==> src/include/host_port_pkg.sv <==
package host_port_pkg;

   // -----------------------------------------------------------------
   // widths and sizes
   // -----------------------------------------------------------------
   localparam int WORD_W     = 24;
   localparam int BYTE_W     = 8;
   localparam int VEC_W      = 7;
   localparam int FIFO_DEPTH = 16;

   // -----------------------------------------------------------------
   // host-side byte addresses
   // -----------------------------------------------------------------
   localparam logic [2:0] ADDR_ICR     = 3'h0;
   localparam logic [2:0] ADDR_CVR     = 3'h1;
   localparam logic [2:0] ADDR_ISR     = 3'h2;
   localparam logic [2:0] ADDR_BYTE_HI = 3'h5;
   localparam logic [2:0] ADDR_BYTE_MD = 3'h6;
   localparam logic [2:0] ADDR_BYTE_LO = 3'h7;

   // -----------------------------------------------------------------
   // field positions in host-side control bytes
   // -----------------------------------------------------------------
   localparam int CMD_REQ_BIT = 7;
   localparam int FLAG_LSB    = 3;

   // -----------------------------------------------------------------
   // dma request source codes
   // -----------------------------------------------------------------
   localparam logic [4:0] DMA_SRC_RX_FULL  = 5'h13;
   localparam logic [4:0] DMA_SRC_TX_EMPTY = 5'h14;

   // -----------------------------------------------------------------
   // values after reset
   // -----------------------------------------------------------------
   localparam logic RST_EMPTY = 1'b1;
   localparam logic RST_FULL  = 1'b0;

   // host bus strobes, sampled on the core clock
   typedef struct packed {
      logic       cs;
      logic       wr;
      logic       rd;
      logic [2:0] addr;
   } host_bus_s;

   // core control register, bit 4 down to 0
   typedef struct packed {
      logic [1:0] core_to_host_flags;
      logic       command_interrupt_enable;
      logic       tx_interrupt_enable;
      logic       rx_interrupt_enable;
   } core_ctrl_s;

   // core status register, bit 4 down to 0
   typedef struct packed {
      logic [1:0] host_to_core_flags;
      logic       command_pending;
      logic       core_tx_empty_flag;
      logic       core_rx_full_flag;
   } core_stat_s;

endpackage

==> src/word_fifo.sv <==
`timescale 1ns/1ps
module word_fifo #(
   parameter int WIDTH = 24,
   parameter int DEPTH = 16
) (
   // clock and reset
   input  wire logic             CLK_IN,
   input  wire logic             RST_IN,
   input  wire logic             CE_IN,
   // fill side
   input  wire logic             IN_VALID_IN,
   output logic                  IN_READY_OUT,
   input  wire logic [WIDTH-1:0] IN_DATA_IN,
   // drain side
   output logic                  OUT_VALID_OUT,
   input  wire logic             OUT_READY_IN,
   output logic      [WIDTH-1:0] OUT_DATA_OUT
);
   localparam int AW = $clog2(DEPTH);

   logic [WIDTH-1:0] mem_q [DEPTH];
   logic [AW-1:0]    wr_ptr_q, wr_ptr_d, rd_ptr_q, rd_ptr_d;
   logic [AW:0]      count_q, count_d;
   logic             push, pop;

   // -----------------------------------------------------------------
   // pointer and count update
   // -----------------------------------------------------------------
   always_comb begin
      push     = IN_VALID_IN && IN_READY_OUT;
      pop      = OUT_VALID_OUT && OUT_READY_IN;
      wr_ptr_d = push ? AW'(wr_ptr_q + 1'b1) : wr_ptr_q;
      rd_ptr_d = pop ? AW'(rd_ptr_q + 1'b1) : rd_ptr_q;
      count_d  = count_q;
      if (push && !pop) begin
         count_d = (AW+1)'(count_q + 1'b1);
      end else if (pop && !push) begin
         count_d = (AW+1)'(count_q - 1'b1);
      end
   end

   // full and empty come straight from the count
   assign IN_READY_OUT  = (count_q != (AW+1)'(DEPTH));
   assign OUT_VALID_OUT = (count_q != '0);
   assign OUT_DATA_OUT  = mem_q[rd_ptr_q];

   // registers; storage array needs no reset
   always_ff @(posedge CLK_IN) begin
      if (RST_IN) begin
         wr_ptr_q <= '0;
         rd_ptr_q <= '0;
         count_q  <= '0;
      end else if (CE_IN) begin
         wr_ptr_q <= wr_ptr_d;
         rd_ptr_q <= rd_ptr_d;
         count_q  <= count_d;
      end
   end

   always_ff @(posedge CLK_IN) begin
      if (CE_IN && push) begin
         mem_q[wr_ptr_q] <= IN_DATA_IN;
      end
   end

endmodule // word_fifo

==> src/host_port.sv <==
`timescale 1ns/1ps
module host_port (
   // clock, reset, enable
   input  wire logic                      CLK_IN,
   input  wire logic                      RST_IN,
   input  wire logic                      CE_IN,
   // host bus pins
   input  wire host_port_pkg::host_bus_s  HOST_BUS_IN,
   input  wire logic [7:0]                HOST_DATA_IN,
   output logic      [7:0]                HOST_DATA_OUT,
   output logic                           HOST_DATA_OE_OUT,
   // core data words
   input  wire logic                      CORE_TX_WR_IN,
   input  wire logic [23:0]               CORE_TX_DATA_IN,
   input  wire logic                      CORE_RX_RD_IN,
   output logic      [23:0]               CORE_RX_DATA_OUT,
   // core control and status
   input  wire host_port_pkg::core_ctrl_s CORE_CTRL_IN,
   output host_port_pkg::core_stat_s      CORE_STATUS_OUT,
   input  wire logic                      STOP_IN,
   // core interrupts
   output logic                           CORE_IRQ_RX_OUT,
   output logic                           CORE_IRQ_TX_OUT,
   output logic                           CORE_IRQ_CMD_OUT,
   output logic      [7:0]                CORE_IRQ_ADDR_OUT,
   input  wire logic                      CORE_IRQ_ACK_IN,
   // dma request
   input  wire logic [4:0]                DMA_SRC_SEL_IN,
   output logic                           DMA_REQ_OUT
);
   import host_port_pkg::*;

   // -----------------------------------------------------------------
   // state
   // -----------------------------------------------------------------
   logic [7:0]        tx_hi_q, tx_hi_d, tx_md_q, tx_md_d, tx_lo_q, tx_lo_d;
   logic [7:0]        rx_hi_q, rx_hi_d, rx_md_q, rx_md_d, rx_lo_q, rx_lo_d;
   logic              host_tx_empty_q, host_tx_empty_d;
   logic              host_rx_full_q, host_rx_full_d;
   logic [WORD_W-1:0] core_tx_word_q, core_tx_word_d;
   logic [WORD_W-1:0] core_rx_word_q, core_rx_word_d;
   logic              core_tx_empty_q, core_tx_empty_d;
   logic              core_rx_full_q, core_rx_full_d;
   logic [1:0]        icr_flags_q, icr_flags_d;
   logic [1:0]        c2h_s1_q, c2h_s2_q, h2c_s1_q, h2c_s2_q;
   logic              cmd_pend_q, cmd_pend_d;
   logic [VEC_W-1:0]  cmd_vec_q, cmd_vec_d;
   logic [7:0]        rdata_q, rdata_d;
   logic              oe_q, oe_d;

   // -----------------------------------------------------------------
   // strobes and fifo hookup
   // -----------------------------------------------------------------
   logic              host_ok, hwr, hrd, push, pop, to_host;
   logic              fifo_in_ready, fifo_out_valid;
   logic [WORD_W-1:0] fifo_out_data;

   function automatic logic hit(input logic [2:0] a, input logic [2:0] off);
      return a == off;
   endfunction

   // pins are ignored entirely while the core is stopped
   assign host_ok = HOST_BUS_IN.cs && !STOP_IN;
   assign hwr     = host_ok && HOST_BUS_IN.wr;
   assign hrd     = host_ok && HOST_BUS_IN.rd;
   assign push    = !host_tx_empty_q && fifo_in_ready;
   assign pop     = fifo_out_valid && !core_rx_full_q;
   assign to_host = !core_tx_empty_q && !host_rx_full_q;

   // the fifo absorbs bursts so the two sides keep their own pace
   word_fifo #(
      .WIDTH (WORD_W),
      .DEPTH (FIFO_DEPTH)
   ) word_fifo_i (
      .CLK_IN        (CLK_IN),
      .RST_IN        (RST_IN),
      .CE_IN         (CE_IN),
      .IN_VALID_IN   (!host_tx_empty_q),
      .IN_READY_OUT  (fifo_in_ready),
      .IN_DATA_IN    ({tx_hi_q, tx_md_q, tx_lo_q}),
      .OUT_VALID_OUT (fifo_out_valid),
      .OUT_READY_IN  (!core_rx_full_q),
      .OUT_DATA_OUT  (fifo_out_data)
   );

   // -----------------------------------------------------------------
   // host side: byte registers, control, read mux
   // -----------------------------------------------------------------
   always_comb begin
      tx_hi_d         = tx_hi_q;
      tx_md_d         = tx_md_q;
      tx_lo_d         = tx_lo_q;
      host_tx_empty_d = host_tx_empty_q;
      icr_flags_d     = icr_flags_q;
      cmd_pend_d      = cmd_pend_q;
      cmd_vec_d       = cmd_vec_q;
      rdata_d         = rdata_q;
      oe_d            = hrd;
      // push frees the byte registers for the next word
      if (push) begin
         host_tx_empty_d = 1'b1;
      end
      if (hwr) begin
         if (hit(HOST_BUS_IN.addr, ADDR_BYTE_HI)) begin
            tx_hi_d = HOST_DATA_IN;
         end
         if (hit(HOST_BUS_IN.addr, ADDR_BYTE_MD)) begin
            tx_md_d = HOST_DATA_IN;
         end
         // low byte completes the word; set wins over push
         if (hit(HOST_BUS_IN.addr, ADDR_BYTE_LO)) begin
            tx_lo_d         = HOST_DATA_IN;
            host_tx_empty_d = 1'b0;
         end
         if (hit(HOST_BUS_IN.addr, ADDR_ICR)) begin
            icr_flags_d = HOST_DATA_IN[FLAG_LSB +: 2];
         end
      end
      // acknowledge ends the command; a new request in that cycle wins
      if (CORE_IRQ_ACK_IN) begin
         cmd_pend_d = 1'b0;
      end
      if (hwr && hit(HOST_BUS_IN.addr, ADDR_CVR) &&
          HOST_DATA_IN[CMD_REQ_BIT] && (!cmd_pend_q || CORE_IRQ_ACK_IN)) begin
         cmd_pend_d = 1'b1;
         cmd_vec_d  = HOST_DATA_IN[VEC_W-1:0];
      end
      if (hrd) begin
         case (HOST_BUS_IN.addr)
            ADDR_ICR:     rdata_d = {3'h0, icr_flags_q, 3'h0};
            ADDR_CVR:     rdata_d = {cmd_pend_q, cmd_vec_q};
            ADDR_ISR:     rdata_d = {3'h0, c2h_s2_q, 1'b0,
                                     host_tx_empty_q, host_rx_full_q};
            ADDR_BYTE_HI: rdata_d = rx_hi_q;
            ADDR_BYTE_MD: rdata_d = rx_md_q;
            ADDR_BYTE_LO: rdata_d = rx_lo_q;
            default:      rdata_d = 8'h00;
         endcase
      end
   end

   // -----------------------------------------------------------------
   // core side data path and the move toward the host
   // -----------------------------------------------------------------
   always_comb begin
      core_tx_word_d  = core_tx_word_q;
      core_tx_empty_d = core_tx_empty_q;
      core_rx_word_d  = core_rx_word_q;
      core_rx_full_d  = core_rx_full_q;
      rx_hi_d         = rx_hi_q;
      rx_md_d         = rx_md_q;
      rx_lo_d         = rx_lo_q;
      host_rx_full_d  = host_rx_full_q;
      // host reading the low byte frees the receive bytes
      if (hrd && hit(HOST_BUS_IN.addr, ADDR_BYTE_LO)) begin
         host_rx_full_d = 1'b0;
      end
      if (to_host) begin
         {rx_hi_d, rx_md_d, rx_lo_d} = core_tx_word_q;
         host_rx_full_d  = 1'b1;
         core_tx_empty_d = 1'b1;
      end
      // core write after the move keeps the new word pending
      if (CORE_TX_WR_IN) begin
         core_tx_word_d  = CORE_TX_DATA_IN;
         core_tx_empty_d = 1'b0;
      end
      if (CORE_RX_RD_IN) begin
         core_rx_full_d = 1'b0;
      end
      // pop only when empty, so it never meets a read-clear
      if (pop) begin
         core_rx_word_d = fifo_out_data;
         core_rx_full_d = 1'b1;
      end
   end

   // -----------------------------------------------------------------
   // registers
   // -----------------------------------------------------------------
   always_ff @(posedge CLK_IN) begin
      if (RST_IN) begin
         tx_hi_q         <= 8'h00;
         tx_md_q         <= 8'h00;
         tx_lo_q         <= 8'h00;
         rx_hi_q         <= 8'h00;
         rx_md_q         <= 8'h00;
         rx_lo_q         <= 8'h00;
         host_tx_empty_q <= RST_EMPTY;
         host_rx_full_q  <= RST_FULL;
         core_tx_word_q  <= 24'h000000;
         core_rx_word_q  <= 24'h000000;
         core_tx_empty_q <= RST_EMPTY;
         core_rx_full_q  <= RST_FULL;
         icr_flags_q     <= 2'h0;
         c2h_s1_q        <= 2'h0;
         c2h_s2_q        <= 2'h0;
         h2c_s1_q        <= 2'h0;
         h2c_s2_q        <= 2'h0;
         cmd_pend_q      <= 1'b0;
         cmd_vec_q       <= 7'h00;
         rdata_q         <= 8'h00;
         oe_q            <= 1'b0;
      end else if (CE_IN) begin
         tx_hi_q         <= tx_hi_d;
         tx_md_q         <= tx_md_d;
         tx_lo_q         <= tx_lo_d;
         rx_hi_q         <= rx_hi_d;
         rx_md_q         <= rx_md_d;
         rx_lo_q         <= rx_lo_d;
         host_tx_empty_q <= host_tx_empty_d;
         host_rx_full_q  <= host_rx_full_d;
         core_tx_word_q  <= core_tx_word_d;
         core_rx_word_q  <= core_rx_word_d;
         core_tx_empty_q <= core_tx_empty_d;
         core_rx_full_q  <= core_rx_full_d;
         icr_flags_q     <= icr_flags_d;
         // two-stage flag mirrors; first stage feeds only the second
         c2h_s1_q        <= CORE_CTRL_IN.core_to_host_flags;
         c2h_s2_q        <= c2h_s1_q;
         h2c_s1_q        <= icr_flags_q;
         h2c_s2_q        <= h2c_s1_q;
         cmd_pend_q      <= cmd_pend_d;
         cmd_vec_q       <= cmd_vec_d;
         rdata_q         <= rdata_d;
         oe_q            <= oe_d && !STOP_IN;
      end
   end

   // -----------------------------------------------------------------
   // outputs
   // -----------------------------------------------------------------
   assign HOST_DATA_OUT    = rdata_q;
   assign HOST_DATA_OE_OUT = oe_q && !STOP_IN;
   assign CORE_RX_DATA_OUT = core_rx_word_q;
   assign CORE_STATUS_OUT  = '{host_to_core_flags: h2c_s2_q,
                               command_pending:    cmd_pend_q,
                               core_tx_empty_flag: core_tx_empty_q,
                               core_rx_full_flag:  core_rx_full_q};
   assign CORE_IRQ_RX_OUT  = core_rx_full_q &&
                             CORE_CTRL_IN.rx_interrupt_enable;
   assign CORE_IRQ_TX_OUT  = core_tx_empty_q &&
                             CORE_CTRL_IN.tx_interrupt_enable;
   assign CORE_IRQ_CMD_OUT = cmd_pend_q &&
                             CORE_CTRL_IN.command_interrupt_enable;
   assign CORE_IRQ_ADDR_OUT = {cmd_vec_q, 1'b0};
   // dma sees only core-side flags, never host bytes
   assign DMA_REQ_OUT =
      (DMA_SRC_SEL_IN == DMA_SRC_RX_FULL && core_rx_full_q) ||
      (DMA_SRC_SEL_IN == DMA_SRC_TX_EMPTY && core_tx_empty_q);

   // -----------------------------------------------------------------
   // assertions
   // -----------------------------------------------------------------
   property p_pop_fills;
      @(posedge CLK_IN) disable iff (RST_IN || !CE_IN)
      pop |=> core_rx_full_q && core_rx_word_q == $past(fifo_out_data);
   endproperty
   a_pop_fills: assert property (p_pop_fills)
      else $error("word popped but core receive not full");

   property p_move_to_host;
      @(posedge CLK_IN) disable iff (RST_IN || !CE_IN)
      to_host && !CORE_TX_WR_IN |=> host_rx_full_q && core_tx_empty_q;
   endproperty
   a_move_to_host: assert property (p_move_to_host)
      else $error("core word not moved to host bytes");

   property p_no_move_when_full;
      @(posedge CLK_IN) disable iff (RST_IN || !CE_IN)
      host_rx_full_q && !hrd |=> $stable({rx_hi_q, rx_md_q, rx_lo_q});
   endproperty
   a_no_move_when_full: assert property (p_no_move_when_full)
      else $error("host receive bytes overwritten while full");

   property p_rx_read_clears;
      @(posedge CLK_IN) disable iff (RST_IN || !CE_IN)
      CORE_RX_RD_IN && core_rx_full_q |=> !core_rx_full_q;
   endproperty
   a_rx_read_clears: assert property (p_rx_read_clears)
      else $error("core read did not clear receive full");

   property p_cmd_ack;
      @(posedge CLK_IN) disable iff (RST_IN || !CE_IN)
      // a fresh host request right after the acknowledge may set it again
      cmd_pend_q && CORE_IRQ_ACK_IN && !hwr |=> !cmd_pend_q ##1
         (!cmd_pend_q || $past(hwr));
   endproperty
   a_cmd_ack: assert property (p_cmd_ack)
      else $error("acknowledge did not clear command pending");

   property p_cmd_addr;
      @(posedge CLK_IN) disable iff (RST_IN || !CE_IN)
      hwr && hit(HOST_BUS_IN.addr, ADDR_CVR) && HOST_DATA_IN[CMD_REQ_BIT]
         && !cmd_pend_q |=>
         CORE_IRQ_ADDR_OUT == 8'($past(HOST_DATA_IN) & 8'h7F) * 8'h02;
   endproperty
   a_cmd_addr: assert property (p_cmd_addr)
      else $error("command interrupt address not twice vector");

   property p_stop_quiet;
      @(posedge CLK_IN) disable iff (RST_IN || !CE_IN)
      // internal moves may go on; host writes must not land
      STOP_IN |-> !HOST_DATA_OE_OUT ##1
         (!STOP_IN || $stable({tx_hi_q, tx_md_q, tx_lo_q, icr_flags_q}));
   endproperty
   a_stop_quiet: assert property (p_stop_quiet)
      else $error("port active during stop");

   property p_flag_mirror;
      @(posedge CLK_IN) disable iff (RST_IN || !CE_IN)
      CE_IN [*3] |-> c2h_s2_q == $past(CORE_CTRL_IN.core_to_host_flags, 2);
   endproperty
   a_flag_mirror: assert property (p_flag_mirror)
      else $error("core flags not mirrored after two cycles");

   property p_dma_rx;
      @(posedge CLK_IN) disable iff (RST_IN || !CE_IN)
      DMA_SRC_SEL_IN == DMA_SRC_RX_FULL |-> DMA_REQ_OUT == core_rx_full_q;
   endproperty
   a_dma_rx: assert property (p_dma_rx)
      else $error("dma request does not follow receive full");

   property p_irq_tx;
      @(posedge CLK_IN) disable iff (RST_IN || !CE_IN)
      CORE_TX_WR_IN |=> !CORE_IRQ_TX_OUT;
   endproperty
   a_irq_tx: assert property (p_irq_tx)
      else $error("tx interrupt still raised after core write");

   c_word_in:  cover property (@(posedge CLK_IN) pop ##[1:20] CORE_RX_RD_IN);
   c_word_out: cover property (@(posedge CLK_IN) to_host ##[1:20]
                               (hrd && hit(HOST_BUS_IN.addr, ADDR_BYTE_LO)));
   c_fifo_full: cover property (@(posedge CLK_IN) !fifo_in_ready);
   c_command:  cover property (@(posedge CLK_IN) CORE_IRQ_CMD_OUT ##1
                               CORE_IRQ_ACK_IN);

endmodule // host_port

==> config.mk <==
export PLATFORM = sky130hd
export DESIGN_NAME = host_port
export DESIGN_NICKNAME = d
export VERILOG_FILES = /design/src/include/host_port_pkg.sv /design/src/word_fifo.sv /design/src/host_port.sv
export SDC_FILE = /design/constraint.sdc
export NUM_CORES = 1
export LEC_CHECK = 0
export BUFFER_PORTS_ARGS = -buffer_cell sky130_fd_sc_hd__buf_2
export CAP_MARGIN = 10
export CORE_MARGIN = 8
export CORE_UTILIZATION = 60
export DETAILED_ROUTE_END_ITERATION = 6
export PLACE_DENSITY_LB_ADDON = 0.2
export SLEW_MARGIN = 10
export SYNTH_ARGS = -nofsm -noshare
export SYNTH_HDL_FRONTEND = slang
export SYNTH_SLANG_ARGS = --single-unit
export TNS_END_PERCENT = 100
==> constraint.sdc <==
create_clock -name CLK_IN -period 10.35 [get_ports CLK_IN]
set_clock_uncertainty 0.15 [all_clocks]
set_input_delay 1.035 -clock CLK_IN [delete_from_list [all_inputs] [get_ports CLK_IN]]
set_output_delay 1.035 -clock CLK_IN [all_outputs]
set_load 0.005 [all_outputs]
==> impl_metrics.env <==
export IMPL_overflow=0
export IMPL_drt_pass1_iterations=5
export IMPL_synth_largest_area_cell="edfxtp_1"
export IMPL_rsz0062_at_grt="no"
export IMPL_synthTopCellsByCount="edfxtp_1 (384), dfxtp_1 (140), nand2_1 (110), mux4_2 (96), mux2i_1 (95)"
export IMPL_synth_top_area_share_pct=56.7
export IMPL_gp_congestion=0.777
export IMPL_hp_class="register to register"
export IMPL_totalPowerFinal_w=0.00451
export IMPL_die_w_um=200
export IMPL_drt_iter0_drc=784
export IMPL_drc_errors=0
export IMPL_hold_violations=0
export IMPL_drive_above_1_share_pct=26.0
export IMPL_cts_buffers=51
export IMPL_post_cts_setup_buffers=0
export IMPL_slew_headroom_pct=23.1
export IMPL_crit_fanout=20
export IMPL_setup_viol=0
export IMPL_multiInputGateArea_um2=5590
export IMPL_clk_pin_slew_ns=0.06
export IMPL_port_buffers=103
export IMPL_clk_path_buf_depth=3
export IMPL_crit_required_ns=10.44
export IMPL_fillers=2200
export IMPL_via_per_inst=6.08
export IMPL_holdBufCountCts=0
export IMPL_wl_per_cell_um=24.7
export IMPL_grt_max_degree=102
export IMPL_max_freq_mhz=269
export IMPL_first_global_vias=11200
export IMPL_start_kind="input pin"
export IMPL_ir_worst_vdd_mv=0.166
export IMPL_end_kind="register"
export IMPL_place_area_um2=21200
export IMPL_hold_worst_slack_ns=0.301
export IMPL_power_leakage_nw=7.71
export IMPL_async_flop_share_pct=0
export IMPL_dieArea_um2=40000
export IMPL_crit_type="input pin to register"
export IMPL_seq_area_um2=14300
export IMPL_syn_avg_cell_area_um2=16.9
export IMPL_fp_row_count=67
export IMPL_syn_inst=1204
export IMPL_core_area_um2=33400
export IMPL_power_density_nw_per_um2=197
export IMPL_diodes=0
export IMPL_cts_tree="done"
export IMPL_synth_area_leaders="edfxtp_1 (57%), dfxtp_1 (14%), mux4_2 (11%)"
export IMPL_synthDistinctLibCells=57
export IMPL_cts_htree_levels=2
export IMPL_grt_usage_pct=22.7
export IMPL_cts_root_buf="clkbuf_16"
export IMPL_fin_util_pct=68.4
export IMPL_cap_violations=0
export IMPL_design_area_um2=22900
export IMPL_drt_wl_total_um=44300
export IMPL_min_period_ns=3.72
export IMPL_worst_slew_pin_slew_ns=1.15
export IMPL_ioPinCount=105
export IMPL_status="finished clean"
export IMPL_ant_nets=0
export IMPL_die_y_um=200
export IMPL_slowest_stage="a211oi_1"
export IMPL_cts_sinks=524
export IMPL_cpPeakStageDelay_ns=0.77
export IMPL_nNetsFinal=1367
export IMPL_cts_repair_resized=0
export IMPL_path_cells="buf_2 > inv_1 > a211oi_1 > nand2_1 > nor3_2 > buf_4"
export IMPL_vias=10900
export IMPL_slew_viol_final=0
export IMPL_synth_edf_count=384
export IMPL_syn_nets=1269
export IMPL_start_util_pct=60.8
export IMPL_ys_seq_elements=524
export IMPL_area_growth_pct=12.6
export IMPL_post_synth_top_count_cell="edfxtp_1"
export IMPL_synth_area_um2=20300
export IMPL_ys_warn_count=0
export IMPL_synth_flop_cell="edfxtp_1"
export IMPL_dp_hpwl_um=26700
export IMPL_insertion_delay_ns=0.56
export IMPL_fin_tns_setup_ns=0
export IMPL_grt_antenna_before_repair=0
export IMPL_arrival_ns=3.81
export IMPL_grt_pass1_wl_um=67600
export IMPL_fin_crit_sh_pct=36.0
export IMPL_seq_area_frac_synth_pct=70.5
## worst paths after layout
kind / start / end / slack (ns) / cells past startpoint
worst max-delay path: CE_IN / word_fifo_i.mem_q[1][2]$_DFFE_PP_ / 6.63 / 6
worst min-delay path: core_tx_word_q[5]$_SDFFE_PP0P_ / rx_lo_q[5]$_SDFFE_PP0P_ / 0.30 / 2
worst max register to register: word_fifo_i.rd_ptr_q[2]$_SDFFE_PP0P_ / CORE_RX_DATA_OUT[2]$_SDFFE_PP0P_ / 6.80 / 5
worst min register to register: core_tx_word_q[5]$_SDFFE_PP0P_ / rx_lo_q[5]$_SDFFE_PP0P_ / 0.30 / 2
## per-stage QoR
step                      instances  worst slack [ns]
final                          1792              6.63
after global placement         1697              6.17
after floorplan                1204              6.13
after global routing           1792              6.39
after CTS                      1792              6.60
after detailed placement       1697              6.06
## metal layers
metal	track usage (%)	vias to the layer above	wire length, um
met5	0	-	0
met4	6.24	0	1070
met2	36.5	402	21300
met3	4.21	73	2880
li1	-	4848	-
met1	31.8	5564	19000
## registers in the layout, indices dropped and copies added, names as in the netlist, 4 cells and up
| name | flops |
|---|---|
| rx_md_q | 8 |
| cmd_vec_q | 7 |
| rx_hi_q | 8 |
| tx_md_q | 8 |
| tx_hi_q | 8 |
| word_fifo_i.wr_ptr_q | 4 |
| word_fifo_i.rd_ptr_q | 4 |
| tx_lo_q | 8 |
| word_fifo_i.mem_q | 384 |
| CORE_RX_DATA_OUT | 24 |
| HOST_DATA_OUT | 8 |
| core_tx_word_q | 24 |
| word_fifo_i.count_q | 5 |
| rx_lo_q | 8 |
## power breakdown
part | leakage, nW | switching [W] | internal, W
Clock | 0.796 | 0.000757 | 0.00107
Combinational | 2.19 | 0.000205 | 0.000156
Sequential | 4.72 | 0.0000437 | 0.00228
## layout make-up
cell class	count	share of cell area, %
Sequential cell	524	62.7
Clock inverter	29	1.19
Multi-Input combinational cell	589	24.4
Clock buffer	66	6.05
Timing Repair Buffer	128	3.08
Inverter	8	0.131
Tap cell	448	2.45
## cells in the final DEF (no fill, tap or decap), drive strengths merged, types with 3 or more instances in the layout
cell type and count:
xor2 5, buf 128, clkinvlp 4, o21ai 3, inv 8, and2 5, mux4 96, nand2 110
ha 9, a22o 16, bufinv 5, dfxtp 140, edfxtp 384, clkbuf 66, nand3 3, a21o 3
mux2i 95, nor3 5, xnor2 4, nor2 74, o221ai 24, nand3b 25, mux2 10, a22oi 3
clkinv 20, a21oi 58, nor2b 7
## cells by family after synthesis
kind of cell,synth area share [%]
mux,15.9
buf+inv,2.24
flops,70.5
compound gates,4.78
simple gates,5.51
other cells,0.0185
xor+xnor,0.388
fa+ha+maj,0.653
## worst max-delay path, delay by kind of cell
family / cells / cell delay [ns]
buffers and inverters: 3 / 0.99
AND/OR/NAND/NOR: 2 / 1.00
AO/OA/AOI/OAI: 1 / 0.77
Note: power is estimated with default switching activity, not from simulation.
